## src/core/gpio_pin_regs.svh

```systemverilog
`ifndef GPIO_PIN_REGS_SVH
`define GPIO_PIN_REGS_SVH

// ---------------------------------------------------------------------
// Register byte offsets, port A space starts at zero.
// ---------------------------------------------------------------------
`define GP_OFS_PA_DIR 14'h0000
`define GP_OFS_PA_INEN 14'h0004
`define GP_OFS_PA_PU 14'h0008
`define GP_OFS_PA_PD 14'h000C
`define GP_OFS_PA_OD 14'h0010
`define GP_OFS_PA_DRV 14'h0014
`define GP_OFS_PA_LOCK 14'h0018
`define GP_OFS_PA_DIN 14'h001C
`define GP_OFS_PA_DOUT 14'h0020
`define GP_OFS_PA_SRR 14'h0024
`define GP_OFS_PA_RR 14'h0028
// Port B space sits one port window above port A.
`define GP_OFS_PB_DIR 14'h2000

// ---------------------------------------------------------------------
// Implemented bit masks and field constants.
// ---------------------------------------------------------------------
`define GP_PA_PIN_MASK 16'hF2FF
`define GP_PA_DRV_MASK 32'hFF0CFFFF
`define GP_PB_PIN_MASK 16'h719F
`define GP_LOCK_KEY 16'h5FA0

// ---------------------------------------------------------------------
// Reset values.
// ---------------------------------------------------------------------
`define GP_PA_INEN_RST 16'h0200
`define GP_PA_PU_RST 16'h3200
`define GP_PA_DIN_RST 16'h3200

// ---------------------------------------------------------------------
// Avalon response codes.
// ---------------------------------------------------------------------
`define GP_RESP_OKAY 2'h0
`define GP_RESP_SLVERR 2'h2

`endif

```

## src/core/gpio_pin_pkg.sv

```systemverilog
package gpio_pin_pkg;

  // Bus answer sequencer: idle, or presenting the answer for one cycle.
  typedef enum logic {
    BUS_IDLE,
    BUS_ANSWER
  } bus_state_t;

  // One register word.
  typedef logic [31:0] word_t;

endpackage : gpio_pin_pkg

```

## src/core/gpio_port_pin_control.sv

```systemverilog
// Operation
// - pull-down bit enables that pin's pull-down.
// - pull-up wins, pull-down blocked when both.
// - open-drain bit selects open-drain over push-pull.
// - two-bit code picks 4/8/12/16 mA drive.
// - drive fields only at 31:24, 19:18, 15:0.
// - lock write needs key 0x5FA0, else dropped.
// - key field reads back the lock status.
// - locked pins ignore configuration changes.
// - lock accepted once, held until reset.
// - input register returns sensed pin levels.
// - output register holds driven output values.
// - set/clear register sets low, clears high.
// - set beats clear on the same pin.
// - clear register clears bits written one.
// - port B direction, implemented bits only.
// - pull-down register at 0x00C, resets zero.
// - input disabled pin reads zero; reset value 0x3200 reads pins 9, 12, 13 as one until the first enabled edge.
// - pull-up register resets to 0x3200.
//
// Decided for this implementation: the Avalon-MM register port.
`timescale 1ns/1ps
`include "gpio_pin_regs.svh"

module gpio_port_pin_control import gpio_pin_pkg::*; #(
  parameter int ADDR_W = 14
) (
  input wire logic clk_i,
  input wire logic rst_i,
  input wire logic ce_i,
  input wire logic [ADDR_W-1:0] address_i,
  input wire logic read_i,
  input wire logic write_i,
  input wire logic [31:0] writedata_i,
  input wire logic [3:0] byteenable_i,
  output logic [31:0] readdata_o,
  output logic waitrequest_o,
  output logic [1:0] response_o,
  input wire logic pa_port_rst_i,
  input wire logic pb_port_rst_i,
  input wire logic [15:0] pa_pad_in_i,
  output logic [15:0] pa_pad_out_o,
  output logic [15:0] pa_pad_oe_o,
  output logic [15:0] pa_pad_ien_o,
  output logic [15:0] pa_pad_pullup_o,
  output logic [15:0] pa_pad_pulldown_o,
  output logic [31:0] pa_pad_drive_o,
  output logic [15:0] pa_pin_lock_o,
  output logic pa_locked_o,
  output logic [15:0] pb_pad_oe_o
);

  // -------------------------------------------------------------------
  // Helper functions
  // -------------------------------------------------------------------

  // Byte-lane merge of a write into an old word.
  function automatic word_t wmerge(word_t old, word_t wd, word_t bem);
    wmerge = (old & ~bem) | (wd & bem);
  endfunction : wmerge

  // Keep locked bits at their old value and drop unimplemented bits.
  function automatic word_t lmerge(word_t old, word_t nw, word_t lk,
                                   word_t msk);
    lmerge = ((old & lk) | (nw & ~lk)) & msk;
  endfunction : lmerge

  // Widen a per-pin lock to cover both bits of each drive field.
  function automatic word_t lock2(logic [15:0] lk);
    word_t r;
    r = '0;
    for (int i = 0; i < 16; i++) begin
      r[2*i] = lk[i];
      r[2*i+1] = lk[i];
    end
    lock2 = r;
  endfunction : lock2

  // -------------------------------------------------------------------
  // State
  // -------------------------------------------------------------------
  bus_state_t state_ff; // Bus sequencer.
  logic waitrequest_ff; // Drives waitrequest_o.
  word_t readdata_ff; // Captured read answer.
  logic [1:0] response_ff; // Captured bus response.
  logic [15:0] pa_dir_ff; // Port A direction.
  logic [15:0] pa_inen_ff; // Port A input enables.
  logic [15:0] pa_pu_ff; // Port A pull-up selects.
  logic [15:0] pa_pd_ff; // Port A pull-down selects.
  logic [15:0] pa_od_ff; // Port A open-drain selects.
  word_t pa_drv_ff; // Port A drive strength fields.
  logic [15:0] pa_lock_ff; // Port A per-pin lock bits.
  logic pa_locked_ff; // Port A lock accepted.
  logic [15:0] pa_din_ff; // Port A sensed input levels.
  logic [15:0] pa_out_ff; // Port A output values.
  logic [15:0] pb_dir_ff; // Port B direction.
  // Pad-facing copies, so every pad output leaves from a flop.
  logic [15:0] pad_out_ff;
  logic [15:0] pad_oe_ff;
  logic [15:0] pad_ien_ff;
  logic [15:0] pad_pu_ff;
  logic [15:0] pad_pd_ff;
  word_t pad_drv_ff;
  logic [15:0] pb_oe_ff;

  // -------------------------------------------------------------------
  // Bus decode
  // -------------------------------------------------------------------
  wire [13:0] addr = 14'(address_i);
  wire hit_dir = (addr == `GP_OFS_PA_DIR);
  wire hit_inen = (addr == `GP_OFS_PA_INEN);
  wire hit_pu = (addr == `GP_OFS_PA_PU);
  wire hit_pd = (addr == `GP_OFS_PA_PD);
  wire hit_od = (addr == `GP_OFS_PA_OD);
  wire hit_drv = (addr == `GP_OFS_PA_DRV);
  wire hit_lock = (addr == `GP_OFS_PA_LOCK);
  wire hit_din = (addr == `GP_OFS_PA_DIN);
  wire hit_dout = (addr == `GP_OFS_PA_DOUT);
  wire hit_srr = (addr == `GP_OFS_PA_SRR);
  wire hit_rr = (addr == `GP_OFS_PA_RR);
  wire hit_pbdir = (addr == `GP_OFS_PB_DIR);
  wire mapped = hit_dir | hit_inen | hit_pu | hit_pd | hit_od | hit_drv |
                hit_lock | hit_din | hit_dout | hit_srr | hit_rr |
                hit_pbdir;

  // A request is taken in idle; the write lands when the answer is seen.
  wire take = ce_i && (read_i || write_i) && (state_ff == BUS_IDLE);
  wire done = ce_i && (state_ff == BUS_ANSWER);
  wire wr_go = done && write_i;

  // Byte lanes not enabled are neither written nor used as command bits.
  wire [31:0] bem = {{8{byteenable_i[3]}}, {8{byteenable_i[2]}},
                     {8{byteenable_i[1]}}, {8{byteenable_i[0]}}};
  wire [31:0] wd = writedata_i & bem;
  wire [31:0] pa_msk = {16'h0000, `GP_PA_PIN_MASK};
  wire [31:0] lk32 = {16'h0000, pa_lock_ff};

  // -------------------------------------------------------------------
  // Next values for the configuration registers
  // -------------------------------------------------------------------
  // locked pins keep their configuration
  wire [31:0] nxt_dir = lmerge({16'h0000, pa_dir_ff},
    wmerge({16'h0000, pa_dir_ff}, writedata_i, bem), lk32, pa_msk);
  wire [31:0] nxt_inen = lmerge({16'h0000, pa_inen_ff},
    wmerge({16'h0000, pa_inen_ff}, writedata_i, bem), lk32, pa_msk);
  wire [31:0] nxt_pu = lmerge({16'h0000, pa_pu_ff},
    wmerge({16'h0000, pa_pu_ff}, writedata_i, bem), lk32, pa_msk);
  wire [31:0] nxt_pd = lmerge({16'h0000, pa_pd_ff},
    wmerge({16'h0000, pa_pd_ff}, writedata_i, bem), lk32, pa_msk);
  wire [31:0] nxt_od = lmerge({16'h0000, pa_od_ff},
    wmerge({16'h0000, pa_od_ff}, writedata_i, bem), lk32, pa_msk);
  wire [31:0] nxt_drv = lmerge(pa_drv_ff,
    wmerge(pa_drv_ff, writedata_i, bem), lock2(pa_lock_ff),
    `GP_PA_DRV_MASK);
  // port B direction, implemented bits only
  wire [31:0] nxt_pbdir = wmerge({16'h0000, pb_dir_ff}, writedata_i, bem) &
                          {16'h0000, `GP_PB_PIN_MASK};

  // -------------------------------------------------------------------
  // Output data and lock next values
  // -------------------------------------------------------------------
  // plain read/write of the output values
  wire [31:0] nxt_dout_wr = wmerge({16'h0000, pa_out_ff}, writedata_i, bem)
                            & pa_msk;
  wire [15:0] sr_set = wd[15:0] & `GP_PA_PIN_MASK;
  wire [15:0] sr_clr = wd[31:16] & `GP_PA_PIN_MASK;
  // set low half, clear high half
  // set applied last so it wins
  wire [15:0] nxt_dout_sr = (pa_out_ff & ~sr_clr) | sr_set;
  wire [15:0] nxt_dout_rr = pa_out_ff & ~(wd[15:0] & `GP_PA_PIN_MASK);
  // only the first accepted write counts
  wire lock_ok = wr_go && hit_lock && !pa_locked_ff &&
                 (wd[31:16] == `GP_LOCK_KEY) && (&byteenable_i[3:2]);

  // -------------------------------------------------------------------
  // Read mux
  // -------------------------------------------------------------------
  // unimplemented bits are never stored, so they read zero
  // write-only registers fall through to zero
  wire [31:0] rd_word =
    hit_dir ? {16'h0000, pa_dir_ff} :
    hit_inen ? {16'h0000, pa_inen_ff} :
    hit_pu ? {16'h0000, pa_pu_ff} :
    hit_pd ? {16'h0000, pa_pd_ff} :
    hit_od ? {16'h0000, pa_od_ff} :
    hit_drv ? pa_drv_ff :
    hit_lock ? {15'h0000, pa_locked_ff, pa_lock_ff} :
    hit_din ? {16'h0000, pa_din_ff} :
    hit_dout ? {16'h0000, pa_out_ff} :
    hit_pbdir ? {16'h0000, pb_dir_ff} : 32'h0000_0000;

  // -------------------------------------------------------------------
  // Bus sequencer
  // -------------------------------------------------------------------
  // Answer one cycle after the request; the answer is captured then so
  // read data stand steady while the master samples them.
  always_ff @(posedge clk_i or posedge rst_i) begin
    if (rst_i) begin
      state_ff <= BUS_IDLE;
      waitrequest_ff <= 1'b1;
      readdata_ff <= 32'h0000_0000;
      response_ff <= `GP_RESP_OKAY;
    end else if (ce_i) begin
      case (state_ff)
        BUS_IDLE: begin
          if (take) begin
            state_ff <= BUS_ANSWER;
            waitrequest_ff <= 1'b0;
            readdata_ff <= read_i ? rd_word : 32'h0000_0000;
            response_ff <= mapped ? `GP_RESP_OKAY : `GP_RESP_SLVERR;
          end
        end
        BUS_ANSWER: begin
          state_ff <= BUS_IDLE;
          waitrequest_ff <= 1'b1;
        end
        default: begin
          state_ff <= BUS_IDLE;
        end
      endcase
    end
  end

  // -------------------------------------------------------------------
  // Port A configuration registers
  // -------------------------------------------------------------------
  // Port reset restores the same values as the system reset.
  always_ff @(posedge clk_i or posedge rst_i) begin
    if (rst_i) begin
      pa_dir_ff <= 16'h0000;
      pa_inen_ff <= `GP_PA_INEN_RST;
      // pull-ups on pins 9, 12, 13
      pa_pu_ff <= `GP_PA_PU_RST;
      pa_pd_ff <= 16'h0000;
      pa_od_ff <= 16'h0000;
      pa_drv_ff <= 32'h0000_0000;
    end else if (ce_i) begin
      if (pa_port_rst_i) begin
        pa_dir_ff <= 16'h0000;
        pa_inen_ff <= `GP_PA_INEN_RST;
        pa_pu_ff <= `GP_PA_PU_RST;
        pa_pd_ff <= 16'h0000;
        pa_od_ff <= 16'h0000;
        pa_drv_ff <= 32'h0000_0000;
      end else if (wr_go) begin
        if (hit_dir) pa_dir_ff <= nxt_dir[15:0];
        if (hit_inen) pa_inen_ff <= nxt_inen[15:0];
        if (hit_pu) pa_pu_ff <= nxt_pu[15:0];
        if (hit_pd) pa_pd_ff <= nxt_pd[15:0];
        if (hit_od) pa_od_ff <= nxt_od[15:0];
        if (hit_drv) pa_drv_ff <= nxt_drv;
      end
    end
  end

  // -------------------------------------------------------------------
  // Port A lock, output data and input sampling
  // -------------------------------------------------------------------
  always_ff @(posedge clk_i or posedge rst_i) begin
    if (rst_i) begin
      pa_lock_ff <= 16'h0000;
      pa_locked_ff <= 1'b0;
      pa_out_ff <= 16'h0000;
      pa_din_ff <= `GP_PA_DIN_RST;
    end else if (ce_i) begin
      pa_din_ff <= pa_pad_in_i & pa_inen_ff & `GP_PA_PIN_MASK;
      if (pa_port_rst_i) begin
        pa_lock_ff <= 16'h0000;
        pa_locked_ff <= 1'b0;
        pa_out_ff <= 16'h0000;
      end else begin
        if (lock_ok) begin
          pa_lock_ff <= wd[15:0] & `GP_PA_PIN_MASK;
          pa_locked_ff <= 1'b1;
        end
        if (wr_go && hit_dout) begin
          pa_out_ff <= nxt_dout_wr[15:0];
        end else if (wr_go && hit_srr) begin
          pa_out_ff <= nxt_dout_sr;
        end else if (wr_go && hit_rr) begin
          pa_out_ff <= nxt_dout_rr;
        end
      end
    end
  end

  // -------------------------------------------------------------------
  // Port B direction
  // -------------------------------------------------------------------
  always_ff @(posedge clk_i or posedge rst_i) begin
    if (rst_i) begin
      pb_dir_ff <= 16'h0000;
    end else if (ce_i) begin
      if (pb_port_rst_i) begin
        pb_dir_ff <= 16'h0000;
      end else if (wr_go && hit_pbdir) begin
        pb_dir_ff <= nxt_pbdir[15:0];
      end
    end
  end

  // -------------------------------------------------------------------
  // Pad control stage
  // -------------------------------------------------------------------
  // One flop of lag to the pads buys clean, glitch-free pad controls.
  always_ff @(posedge clk_i or posedge rst_i) begin
    if (rst_i) begin
      pad_out_ff <= 16'h0000;
      pad_oe_ff <= 16'h0000;
      pad_ien_ff <= 16'h0000;
      pad_pu_ff <= 16'h0000;
      pad_pd_ff <= 16'h0000;
      pad_drv_ff <= 32'h0000_0000;
      pb_oe_ff <= 16'h0000;
    end else if (ce_i) begin
      pad_oe_ff <= pa_dir_ff & ~(pa_od_ff & pa_out_ff);
      pad_out_ff <= pa_out_ff & ~pa_od_ff;
      pad_ien_ff <= pa_inen_ff;
      pad_pu_ff <= pa_pu_ff;
      pad_pd_ff <= pa_pd_ff & ~pa_pu_ff;
      // code 00..11 gives 4..16 mA at the pad
      pad_drv_ff <= pa_drv_ff;
      pb_oe_ff <= pb_dir_ff;
    end
  end

  assign readdata_o = readdata_ff;
  assign waitrequest_o = waitrequest_ff;
  assign response_o = response_ff;
  assign pa_pad_out_o = pad_out_ff;
  assign pa_pad_oe_o = pad_oe_ff;
  assign pa_pad_ien_o = pad_ien_ff;
  assign pa_pad_pullup_o = pad_pu_ff;
  assign pa_pad_pulldown_o = pad_pd_ff;
  assign pa_pad_drive_o = pad_drv_ff;
  assign pa_pin_lock_o = pa_lock_ff;
  assign pa_locked_o = pa_locked_ff;
  assign pb_pad_oe_o = pb_oe_ff;
endmodule : gpio_port_pin_control
```

## config.mk

```make
export PLATFORM = sky130hd
export DESIGN_NAME = gpio_port_pin_control
export DESIGN_NICKNAME = d
export VERILOG_FILES = /design/src/core/gpio_pin_pkg.sv /design/src/core/gpio_port_pin_control.sv
export VERILOG_INCLUDE_DIRS = /design/src /design/src/core
export SDC_FILE = /design/constraint.sdc
export NUM_CORES = 1
export LEC_CHECK = 0
export ABC_AREA = 1
export ABC_CLOCK_PERIOD_IN_PS = 17500
export BUFFER_PORTS_ARGS = -buffer_cell sky130_fd_sc_hd__buf_4
export CAP_MARGIN = 20
export CORE_MARGIN = 4
export CORE_UTILIZATION = 40
export DETAILED_ROUTE_END_ITERATION = 8
export PLACE_DENSITY = 0.58
export SLEW_MARGIN = 20
export SYNTH_ARGS = -nofsm -noshare
export SYNTH_HDL_FRONTEND = slang
export SYNTH_SLANG_ARGS = --single-unit
```

## constraint.sdc

```tcl
create_clock -name clk_i -period 17.5 [get_ports clk_i]
set_clock_uncertainty 0.2 [all_clocks]
set_input_delay 3.5 -clock clk_i [delete_from_list [all_inputs] [get_ports clk_i]]
set_output_delay 3.5 -clock clk_i [all_outputs]
set_load 0.005 [all_outputs]
```

# Yosys cells after proc, flatten, opt, wreduce, memory -nomap -nowiden

Index checks and enable logic that the tools add are counted.
W data, S select, Z words.

Input bits: 73
Output and inout bits: 180
Logic and storage cells: 179
Flip-flop bits (word level): 338

Bitwise operators: 63
Multiplexer cells: 44
Equal/unequal tests: 13
Reductions and logical operators: 37

Operator list:

| kind                   | number |
|---|---|
| $mux W16               | 26 |
| $and A16 B16 Y16       | 23 |
| $mux W32               | 10 |
| $or A16 B16 Y16        | 12 |
| $and A32 B32 Y32       | 4 |
| $not A16 Y16           | 6 |
| $not A32 Y32           | 2 |
| $or A32 B32 Y32        | 2 |
| $eq A14 B5 Y1 const B  | 4 |
| $eq A14 B6 Y1 const B  | 3 |
| $eq A14 B4 Y1 const B  | 2 |
| $reduce_and A3 Y1      | 7 |
| $reduce_bool A2 Y1     | 9 |
| $mux W17               | 1 |
| $eq A16 B15 Y1 const B | 1 |
| $and A15 B15 Y15       | 1 |
| $or A15 B15 Y15        | 1 |
| $eq A14 B14 Y1 const B | 1 |
| $eq A14 B3 Y1 const B  | 1 |
| $logic_not A14 Y1      | 1 |
| $logic_and A1 B1 Y1    | 12 |
| $or A1 B1 Y1           | 11 |
| $reduce_and A2 Y1      | 5 |
| $mux W1                | 4 |
| 7 further kinds        | 8 |

# Logic depth before layout (Yosys ltp)

Gate-level depths: netlist of run 1.

Word-level depth: 13
Gate-level depth with buffers: 15
Gate-level depth less buffers: 14

# Worst setup path before layout of run 1

No wires, ideal clock.

Path type: input port to flip-flop
From: in address_i[3]
To: reg readdata_ff[10], in the netlist readdata_o[10]
Library setup time: 0.140 ns
Slack: 12.436 ns
Arrival: 4.725 ns
Stages on the path: 14
Buffers on the path: 3
Required time: 17.160 ns
Cell sequence: buf_6 inv_2 nor2_1 nand2_1 nor2_4 nand2_2 buf_6 nand2_1 inv_2 nand2_2 inv_2 nand3b_2 buf_6 o31ai_2

Longest elaborated chain between the ends: 12
Elaborated cells on any way between the ends: 21
Classes of those cells: 9 x eq/ne; 11 x mux; 1 x reduce/logical

RTL lines:

| what                            | line                         | RTL |
|---|---|---|
| start: declaration              | gpio_port_pin_control.sv:31  | `input wire logic [ADDR_W-1:0] address_i,` |
| $eq A14 B14 Y1 (no source line) | --                           |  |
| $mux W16                        | gpio_port_pin_control.sv:190 | `hit_pbdir ? {16'h0000, pb_dir_ff} : 32'h0000_0000;` |
| $mux W16                        | gpio_port_pin_control.sv:189 | `hit_dout ? {16'h0000, pa_out_ff} :` |
| $mux W16                        | gpio_port_pin_control.sv:188 | `hit_din ? {16'h0000, pa_din_ff} :` |
| $mux W17                        | gpio_port_pin_control.sv:187 | `hit_lock ? {15'h0000, pa_locked_ff, pa_lock_ff} :` |
| $mux W32                        | gpio_port_pin_control.sv:186 | `hit_drv ? pa_drv_ff :` |
| $mux W32                        | gpio_port_pin_control.sv:185 | `hit_od ? {16'h0000, pa_od_ff} :` |
| $mux W32                        | gpio_port_pin_control.sv:184 | `hit_pd ? {16'h0000, pa_pd_ff} :` |
| $mux W32                        | gpio_port_pin_control.sv:183 | `hit_pu ? {16'h0000, pa_pu_ff} :` |
| $mux W32                        | gpio_port_pin_control.sv:182 | `hit_inen ? {16'h0000, pa_inen_ff} :` |
| $mux W32 (*)                    | gpio_port_pin_control.sv:181 | `hit_dir ? {16'h0000, pa_dir_ff} :` |
| $mux W32 (*)                    | gpio_port_pin_control.sv:209 | `readdata_ff <= read_i ? rd_word : 32'h0000_0000;` |
| end signal: assignment          | gpio_port_pin_control.sv:209 |  |
| end: declaration                | gpio_port_pin_control.sv:84  | `word_t readdata_ff;` |

Mark *: on every way between the ends. The rest lies on a longest branch, timed or not.
A chain may end at the register's enable or synchronous reset.

# Worst setup path in the final report of run 1

From: in ce_i
To: reg pa_lock_ff[1], in the netlist pa_pin_lock_o[1]

Longest elaborated chain between the ends: 8

RTL lines:

| what                                   | line                         | RTL |
|---|---|---|
| start: declaration                     | gpio_port_pin_control.sv:30  | `input wire logic ce_i,` |
| $logic_and A1 B1 Y1                    | gpio_port_pin_control.sv:128 | `wire done = ce_i && (state_ff == BUS_ANSWER);` |
| $logic_and A1 B1 Y1                    | gpio_port_pin_control.sv:129 | `wire wr_go = done && write_i;` |
| $logic_and A1 B1 Y1 (4 in a row)       | gpio_port_pin_control.sv:172 | `wire lock_ok = wr_go && hit_lock && !pa_locked_ff &&` |
| $reduce_bool A2 Y1 (no source line)    | --                           |  |
| $reduce_and A2 Y1 (no source line) (*) | --                           |  |
| end signal: assignment                 | gpio_port_pin_control.sv:273 | `` pa_lock_ff <= wd[15:0] & `GP_PA_PIN_MASK; `` |
| end: declaration                       | gpio_port_pin_control.sv:92  | `logic [15:0] pa_lock_ff;` |

Marked as above.

==> qor.csv, run 1 <==
metric,value,unit
share of cells above drive strength 1,0.2067,
all-layer global routing usage,0.2648,
I/O pin total,253,
CTS H-tree lvls,1,
top sig layer,met5,
CP Max Fanout,66,
crit-path cells,buf_4 -> nand2_1 -> nor2_4 -> inv_2 -> nor4_1 -> nand4_1 -> nand2_2 -> nand2_2 -> o22ai_1,
DR pass1 iterations,5,
initial antenna violation count,2,
Area Growth Syn to Fin,21.43,%
number of flip-flops in the largest register,27,
Sw Pwr,0.0004163,W
Die X-Extent,191,µm
met1 wire length,21430,µm
met3 WL post-DR,4318,µm
postcts setup bufs,0,
post-synthesis sequential area ratio,0.5089,
fin crit share,0.3513,
Slew Limit Fails,0,
CP endpoint kind,register,
Max Buffers Root-to-Sink,3,
number of CTS-inserted buffers,30,
Reg power frac,0.442,
actual slew at the worst max-slew pin,1.077,ns
Compound-Gate Fraction of Synth Area,0.1708,
worst hold-check path type,reg -> reg,
Post-synth top flop,dfrtp_1,
Clock transition at path regs,0.07,ns
fin util,0.4961,
YS warnings,0,
Worst Hold End,pa_pad_ien_o[9],
max_slew headroom,0.2774,
syn avg cell area,8.274,µm²
1st-iter DRT viols,1184,
post-synthesis mux area share,0,
synth top area cells,"dfrtp_1 (49%), nand2_1 (11%), o21ai_0 (7.5%), inv_1 (4.1%), nor2_1 (3.8%)",
Filler Cells Inserted,3244,
post-detailed-route count of antenna-violating nets,0,
worst skew pair latency,0.56,ns
"FFs w/ async S/R, synth",1.000,
vias in the first global route,11970,
Simple-Gate Fraction of Synth Area,0.2292,
"delay-heaviest family, CP",simple AND/OR/NAND/NOR gates,
post-synthesis cell area,0.01340,mm²
worst vdd ir,0.08186,mV
WL per Instance,21.72,µm
Clk pwr share,0.444,
Pwr Density,97.08,mW/mm²
CTS tree,yes,
largest net degree at the start of global routing,106,
Sw Share,0.2636,
Comb pwr share,0.114,
area of the die,0.03648,mm²
xor/xnor share of the synthesized area,0,
post-CTS sizing,0,
global-route wire length before repair,73970,µm
critical path type,in -> reg,
GR Overflow Total,0,
worst hold start,pa_pad_ien_o[9],
Fin. Hold Viols,0,
Max Cap Viol,0,
main combinational cell family by area after synthesis,simple AND/OR/NAND/NOR gates,
Slowest cell on crit path,buf_4,
area fraction of the dominant cell type after synthesis,0.4932,
GP Congestion,0.9959,
delay of the slowest critical-path stage,0.62,ns
Chip Height,191,µm
clock sink total,272,
"flops & latches, synth",272,
Worst Path Buf+Inv,2,
Clock Tree Root,clkbuf_16,
FMAX,0.1626,GHz
Final HPWL DP,36430,µm
Gate Count Post-Synth,1619,
worst hold path cell count,2,
Core Box Area,0.03278,mm²
TNS Setup,0,ns
WP depth,9,
crit path DAT,6.42,ns
status,"finished, final reports clean",
Post-synth EDFFs,0,
flop2flop setup slack,14.72,ns
Initial Utilization,0.4086,
Worst EP required,17.77,ns
Rows,66,
final net count,1878,
routed wire length,49330,µm
reg2reg start,state_ff,
"Min Clock Period, post-route",6.148,ns
Internal,0.001163,W
port bufs,213,
Synth Area in Adders,0,
detailed-route DRC error count,0,
"Top cell by count, worst path",nand2_2,
vias per inst,5.467,
unrepaired setup endpoints after global routing,false,
P_leak,8.182,nW
Final Setup Violations,0,
hold buffer count at CTS,0,
RR Endpoint,pa_pin_lock_o[1],
crit start category,input pin,
leading area contributor after synthesis,dfrtp_1,
metal2 WL,21860,µm
n_diodes,0,
synth unique cells,42,
total number of vias,12420,
R2R cell count,8,
-- layout make-up --
cell class,instances,area [µm²],share of cell area
multi-input cells,1113,5503,0.3383
repair buffers,221,1659,0.1020
flip-flops and latches,272,6817,0.4191
well taps,442,553.0,0.03400
inverters,167,638.1,0.03923
clock inverters,14,239.0,0.01469
clock buffers,42,857.1,0.05269
-- worst max path at each step --
stage	startpoint	end
floorplan	rst_i	pa_din_ff[0]
global placement	ce_i	pa_pin_lock_o[0]
detailed placement	ce_i	pa_pin_lock_o[1]
CTS	ce_i	pa_pin_lock_o[1]
global route	ce_i	pa_pin_lock_o[0]
finish	ce_i	pa_pin_lock_o[1]
-- Yosys cell counts, types with 2 or more instances --
| cell type | instances |
|---|---|
| o31ai_1 | 16 |
| o22ai_1 | 20 |
| nor4_1 | 4 |
| a211oi_1 | 22 |
| clkbuf_1 | 42 |
| nor3_1 | 10 |
| nand3_2 | 14 |
| nand2_2 | 14 |
| nor2_8 | 3 |
| nor2_4 | 10 |
| nand2_4 | 3 |
| nand4_1 | 14 |
| nor2_2 | 7 |
| nand3_4 | 2 |
| dfstp_2 | 8 |
| o31ai_2 | 10 |
| o21ai_2 | 12 |
| o21ai_0 | 202 |
| a31oi_1 | 3 |
| buf_6 | 6 |
| nand2_1 | 388 |
| a22o_1 | 14 |
| nor2_1 | 135 |
| buf_1 | 2 |
| inv_1 | 146 |
| buf_2 | 14 |
| nand3_1 | 84 |
| buf_4 | 38 |
| o21ai_1 | 39 |
| o211ai_1 | 11 |
| o21bai_1 | 2 |
| dfrtp_1 | 264 |
| inv_2 | 19 |
| a21oi_1 | 32 |
| a21o_1 | 2 |
-- per-stage QoR --
| stage | area [µm²] | setup slack, ns | hold WS (ns) | cells | power, W |
|---|---|---|---|---|---|
| after floorplan | 13530 | 6.318 | 0.2439 | 1654 | 0.0007957 |
| after global placement | 15160 | 10.97 | 0.2579 | 2215 | 0.0008854 |
| after detailed placement | 15160 | 10.95 | 0.2615 | 2215 | 0.0008881 |
| after CTS | 16260 | 11.53 | 0.2757 | 2271 | 0.001589 |
| after global routing | 16270 | 11.25 | 0.2832 | 2271 | 0.001637 |
| final | 16270 | 11.35 | 0.2722 | 2271 | 0.001579 |
-- metal layers --
layer  vias up  GRT usage
met4         2    0.08453
li1       5665          -
met5         -          0
met2       591     0.4094
met1      6040     0.3820
met3       117    0.04456
-- cells in the final DEF (no fill, tap or decap), types with 4 or more instances in the layout --
master,n
nand2_2,14
nor2_4,10
nor3_1,10
nor2_1,133
bufinv_16,6
o21ai_0,202
clkbuf_1,7
o21ai_1,38
dfrtp_1,264
clkbuf_8,4
o31ai_2,10
inv_1,145
nand4_1,14
conb_1,36
nor4_1,4
o211ai_1,11
inv_2,18
dfstp_2,8
nand3_2,14
o22ai_1,20
o21ai_2,13
a21oi_1,32
nand2_1,388
buf_4,221
a22o_1,14
nor2_2,9
nand3_1,84
a211oi_1,22
o31ai_1,16
clkbuf_16,31
-- power groups by stage --
| stage | combinational (W) | clock [W] | sequential (W) |
|---|---|---|---|
| finish | 0.000180 | 0.000701 | 0.000698 |
| detailed placement | 0.000180 | 0 | 0.000708 |
| global placement | 0.000178 | 0 | 0.000707 |
| CTS | 0.000181 | 0.000712 | 0.000697 |
| floorplan | 0.0000968 | 0 | 0.000699 |
| global route | 0.000199 | 0.000736 | 0.000702 |
-- worst min-delay path: cells and delay by family, from the launching register on --
kind / cells / cell delay (ns)
DFF: 1 / 0.34
and+or+nand+nor: 2 / 0.11
-- kinds of logic after synthesis --
family / after synthesis
other: 1
and+or+nand+nor: 689
buffers and inverters: 269
DFF: 272
AOI/OAI and AO/OA: 388
Note: power is estimated with default switching activity, not from simulation.
==> run 2: changes to the inputs <==
- ABC_AREA: 1 -> 0
- ABC_CLOCK_PERIOD_IN_PS: 17500 -> 6350
- clock period: 17.5 -> 6.35 ns (I/O delays scaled with it)
==> qor.csv, run 2 <==
metric,value,unit
Rows,66,
CTS H-tree lvls,1,
number of CTS-inserted buffers,30,
"FFs w/ async S/R, synth",1.000,
syn avg cell area,10.25,µm²
share of cells above drive strength 1,0.2619,
n_diodes,0,
fin crit share,0.6304,
vias in the first global route,11280,
YS warnings,0,
vias per inst,5.859,
Fin. Hold Viols,0,
unrepaired setup endpoints after global routing,false,
Gate Count Post-Synth,1290,
all-layer global routing usage,0.2604,
Filler Cells Inserted,3065,
largest net degree at the start of global routing,132,
Pwr Density,241.9,mW/mm²
"commonest non-fill, non-tap cell in the layout",dfrtp_1,
Worst Path Buf+Inv,1,
detailed-route DRC error count,0,
worst vdd ir,0.1904,mV
hold buffer count at CTS,0,
Worst EP required,6.60,ns
critical path type,in -> reg,
number of flip-flops in the largest register,27,
1st-iter DRT viols,1186,
port bufs,213,
post-CTS sizing,0,
Reg area,0.006817,mm²
worst hold start,pa_din_ff[9],
WL per Instance,24.74,µm
Clock transition at path regs,0.06,ns
cell with the most instances after synthesis,dfrtp_1,
Area Growth Syn to Fin,22.24,%
TNS Setup,0,ns
routed wire length,47970,µm
crit start category,input pin,
flop2flop setup slack,3.18,ns
Clock Tree Root,clkbuf_16,
worst hold path cell count,2,
worst hold-check path type,reg -> reg,
status,"finished, final reports clean",
Chip Height,189.8,µm
I/O pin total,253,
CTS tree,yes,
final net count,1547,
Post-synth top flop,dfrtp_1,
total number of vias,11360,
clock sink total,272,
"delay-heaviest family, CP",simple AND/OR/NAND/NOR gates,
Die X-Extent,189.8,µm
Final Setup Violations,0,
Multi-input gate area,0.005713,mm²
Initial Utilization,0.4064,
Max Buffers Root-to-Sink,3,
CP Max Fanout,13,
post-synthesis cell area,0.01322,mm²
post-synthesis sequential area ratio,0.5155,
synth unique cells,83,
reg2reg start,state_ff,
synth top area cells,"dfrtp_1 (50%), o21ai_0 (7.6%), mux2_2 (5.7%), nand2_1 (2.7%), nand3_1 (2.3%)",
crit-path cells,buf_4 -> nor4_2 -> nand3_1 -> nor4_1 -> mux2i_1 -> nor2_1,
worst skew pair latency,0.56,ns
Slew Limit Fails,0,
Max Cap Viol,0,
global-route wire length before repair,72190,µm
delay of the slowest critical-path stage,0.94,ns
CP endpoint kind,register,
post-detailed-route count of antenna-violating nets,0,
RR Endpoint,pa_drv_ff[7],
Overall Power,0.003909,W
crit path DAT,4.25,ns
Post-synth EDFFs,0,
"Min Clock Period, post-route",4.003,ns
Final HPWL DP,35080,µm
FMAX,0.2498,GHz
"commonest cells after routing, fill and taps aside","dfrtp_1 (264), buf_4 (224), o21ai_0 (199)",
GR Overflow Total,0,
GP Congestion,0.9459,
postcts setup bufs,0,
R2R cell count,5,
initial antenna violation count,0,
Post-synth top cells,"dfrtp_1 (264), o21ai_0 (200), nand2_1 (94)",
P_leak,7.258,nW
leading area contributor after synthesis,dfrtp_1,
max_slew headroom,0.2570,
area fraction of the dominant cell type after synthesis,0.4996,
actual slew at the worst max-slew pin,1.105,ns
"flops & latches, synth",272,
Slowest cell on crit path,nor4_2,
DR pass1 iterations,6,
Worst Hold End,pa_din_ff[9],
area of the die,0.03603,mm²
WP depth,6,
Core Box Area,0.03254,mm²
run 2: final cells by class:
type                    count  area share
flip-flops and latches    272      0.4217
repair buffers            227      0.1072
inverters                  72     0.01695
multi-input cells         871      0.3535
clock buffers              39     0.05357
well taps                 442     0.03422
clock inverters            16     0.01285
run 2: metal layers:
metal | up-vias | wire [µm] | GRT usage
met2 | 520 | 22970 | 0.4338
met3 | 84 | 3534 | 0.04239
met4 | 0 | 1235 | 0.06372
met5 | - | 0 | 0
li1 | 5057 | - | -
met1 | 5699 | 20230 | 0.3593
run 2: tightest hold or removal path: stages (launching register included):
cell	delay (ns)
dfstp_2	0.38
inv_1	0.04
o21ai_0	0.06
run 2: how the worst max path moves through the flow:
stage / from / end / slack [ns]
floorplan: rst_i / pa_din_ff[0] / 1.29
global placement: address_i[9] / pa_drv_ff[6] / 1.98
detailed placement: address_i[9] / pa_drv_ff[7] / 1.95
CTS: address_i[9] / pa_drv_ff[7] / 2.54
global route: address_i[9] / pa_drv_ff[7] / 2.34
finish: address_i[9] / pa_drv_ff[7] / 2.35
run 2: logic make-up (layout without fill, tap and decap cells):
family	Yosys count	after routing	share of synthesized area
compound gates	418	418	0.2032
mux	92	92	0.07693
other cells	1	36	0.0002836
simple gates	324	324	0.1395
flops	272	272	0.5155
buf+inv	182	354	0.06397
xor+xnor	1	1	0.0006625
run 2: report_power, final:
| group | total, W | internal [W] | switching, W |
|---|---|---|---|
| logic | 0.000280 | 0.0000774 | 0.000203 |
| registers | 0.00175 | 0.00174 | 0.00000796 |
| clock network | 0.00188 | 0.00113 | 0.000749 |
| total | 0.00391 | 0.00295 | 0.000960 |
run 2: per-stage QoR:
step / util / setup slack (ns) / cell area [µm²] / hold slack (ns) / instances
5_1_grt: 0.4968 / 2.337 / 16160 / 0.3185 / 1939
4_1_cts: 0.4964 / 2.544 / 16150 / 0.2996 / 1939
2_1_floorplan: - / 1.291 / 13360 / 0.2460 / 1325
3_5_place_dp: 0.4634 / 1.953 / 15080 / 0.2853 / 1884
3_3_place_gp: 0.4632 / 1.977 / 15070 / 0.2808 / 1884
6_report: 0.4968 / 2.347 / 16160 / 0.2958 / 1939
==> run 3: changes to the inputs <==
- ABC_CLOCK_PERIOD_IN_PS: 6350 -> 3600
- PLACE_DENSITY: 0.58 -> 0.6
- clock period: 6.35 -> 3.6 ns (I/O delays scaled with it)
==> qor.csv, run 3 (synthesized netlist as in run 2, its figures left out) <==
metric,value,unit
crit-path cells,and3_1 -> nand4_1 -> nor4_2 -> nand2b_1 -> o2bb2ai_1,
CP endpoint kind,register,
status,"finished, final reports clean",
I/O pin total,253,
R2R cell count,5,
Overall Power,0.006875,W
port bufs,213,
reg2reg start,state_ff,
Chip Height,189.8,µm
critical path type,reg -> reg,
Rows,66,
Final HPWL DP,35940,µm
crit path DAT,3.05,ns
DR pass1 iterations,6,
number of CTS-inserted buffers,30,
worst skew pair latency,0.56,ns
Reg area,0.006817,mm²
vias in the first global route,11500,
Max Buffers Root-to-Sink,3,
Multi-input gate area,0.005695,mm²
worst vdd ir,0.3611,mV
crit start category,register,
Initial Utilization,0.4064,
total number of vias,11520,
Filler Cells Inserted,3110,
fin crit share,0.7708,
max_slew headroom,0.3405,
worst hold-check path type,in -> async,
vias per inst,5.799,
Slew Limit Fails,0,
GP Congestion,0.9732,
share of cells above drive strength 1,0.2785,
actual slew at the worst max-slew pin,0.9856,ns
RR Endpoint,pa_pin_lock_o[13],
1st-iter DRT viols,1217,
delay of the slowest critical-path stage,0.57,ns
all-layer global routing usage,0.2598,
CP Max Fanout,13,
"commonest cells after routing, fill and taps aside","buf_4 (270), dfrtp_1 (264), o21ai_0 (199)",
"Min Clock Period, post-route",2.775,ns
Clock transition at path regs,0.07,ns
GR Overflow Total,0,
final net count,1596,
global-route wire length before repair,72350,µm
detailed-route DRC error count,0,
Core Box Area,0.03254,mm²
post-CTS sizing,0,
"commonest non-fill, non-tap cell in the layout",buf_4,
flop2flop setup slack,0.83,ns
"delay-heaviest family, CP",simple AND/OR/NAND/NOR gates,
CTS H-tree lvls,1,
P_leak,7.501,nW
area of the die,0.03603,mm²
Clock Tree Root,clkbuf_16,
largest net degree at the start of global routing,70,
initial antenna violation count,1,
routed wire length,47810,µm
Fin. Hold Viols,0,
unrepaired setup endpoints after global routing,false,
clock sink total,272,
fin util,0.5078,
hold buffer count at CTS,0,
Worst EP required,3.87,ns
Max Cap Viol,0,
Final Setup Violations,0,
Pwr Density,416.1,mW/mm²
Die X-Extent,189.8,µm
Worst Path Buf+Inv,0,
post-detailed-route count of antenna-violating nets,0,
number of flip-flops in the largest register,27,
n_diodes,0,
CTS tree,yes,
Area Growth Syn to Fin,24.96,%
postcts setup bufs,0,
TNS Setup,0,ns
WL per Instance,24.07,µm
Slowest cell on crit path,and3_1,
FMAX,0.3604,GHz
==> run 3: changes by cell type in the layout (fill, tap and decap cells not counted) <==
cell,previous run,this run
a21oi_1,30,33
a21oi_2,3,0
a31oi_1,7,8
a31oi_2,1,0
buf_12,2,5
buf_4,224,270
bufinv_16,4,5
clkbuf_1,2,7
clkbuf_8,6,5
clkinv_2,4,5
clkinv_4,2,0
clkinvlp_4,3,1
inv_6,4,0
==> run 3: how the worst max path moves through the flow <==
stage,from,endpoint,slack [ns],cells after the start
2_1_floorplan,rst_i,pa_din_ff[0],-0.91,1
3_3_place_gp,address_i[4],pb_dir_ff[4],0.44,6
3_5_place_dp,ce_i,pa_pin_lock_o[7],0.39,6
4_1_cts,state_ff,pa_pin_lock_o[7],0.93,5
5_1_grt,state_ff,pa_pin_lock_o[5],0.64,5
6_report,state_ff,pa_pin_lock_o[13],0.83,5
==> run 3: through the flow <==
stage	instances	hold WS, ns	instance area, µm²	setup slack [ns]
after floorplan	1325	0.2460	13360	-0.9089
after global placement	1933	0.2825	15480	0.4355
after detailed placement	1933	0.2866	15480	0.3876
after CTS	1986	0.1053	16520	0.9318
after global routing	1986	0.1221	16520	0.6383
final	1986	0.09992	16520	0.8252
==> run 3: per-layer routing <==
layer	wire length [µm]	track usage
met2	22780	0.4257
met1	19460	0.3515
met4	1768	0.08236
met5	13	0
met3	3782	0.05009
==> run 3: final cells by class <==
| class | instances | area share |
|---|---|---|
| Multi-Input combinational cell | 871 | 0.3447 |
| Inverter | 72 | 0.01658 |
| Clock inverter | 10 | 0.01060 |
| Clock buffer | 43 | 0.05270 |
| Timing Repair Buffer | 276 | 0.1294 |
| Sequential cell | 272 | 0.4125 |
| Tap cell | 442 | 0.03347 |
==> run 3: report_power, final <==
group          internal, W  switching, W  leakage, nW
Combinational     0.000157      0.000361         3.23
Sequential         0.00308     0.0000140         3.75
Clock              0.00202       0.00125        0.516
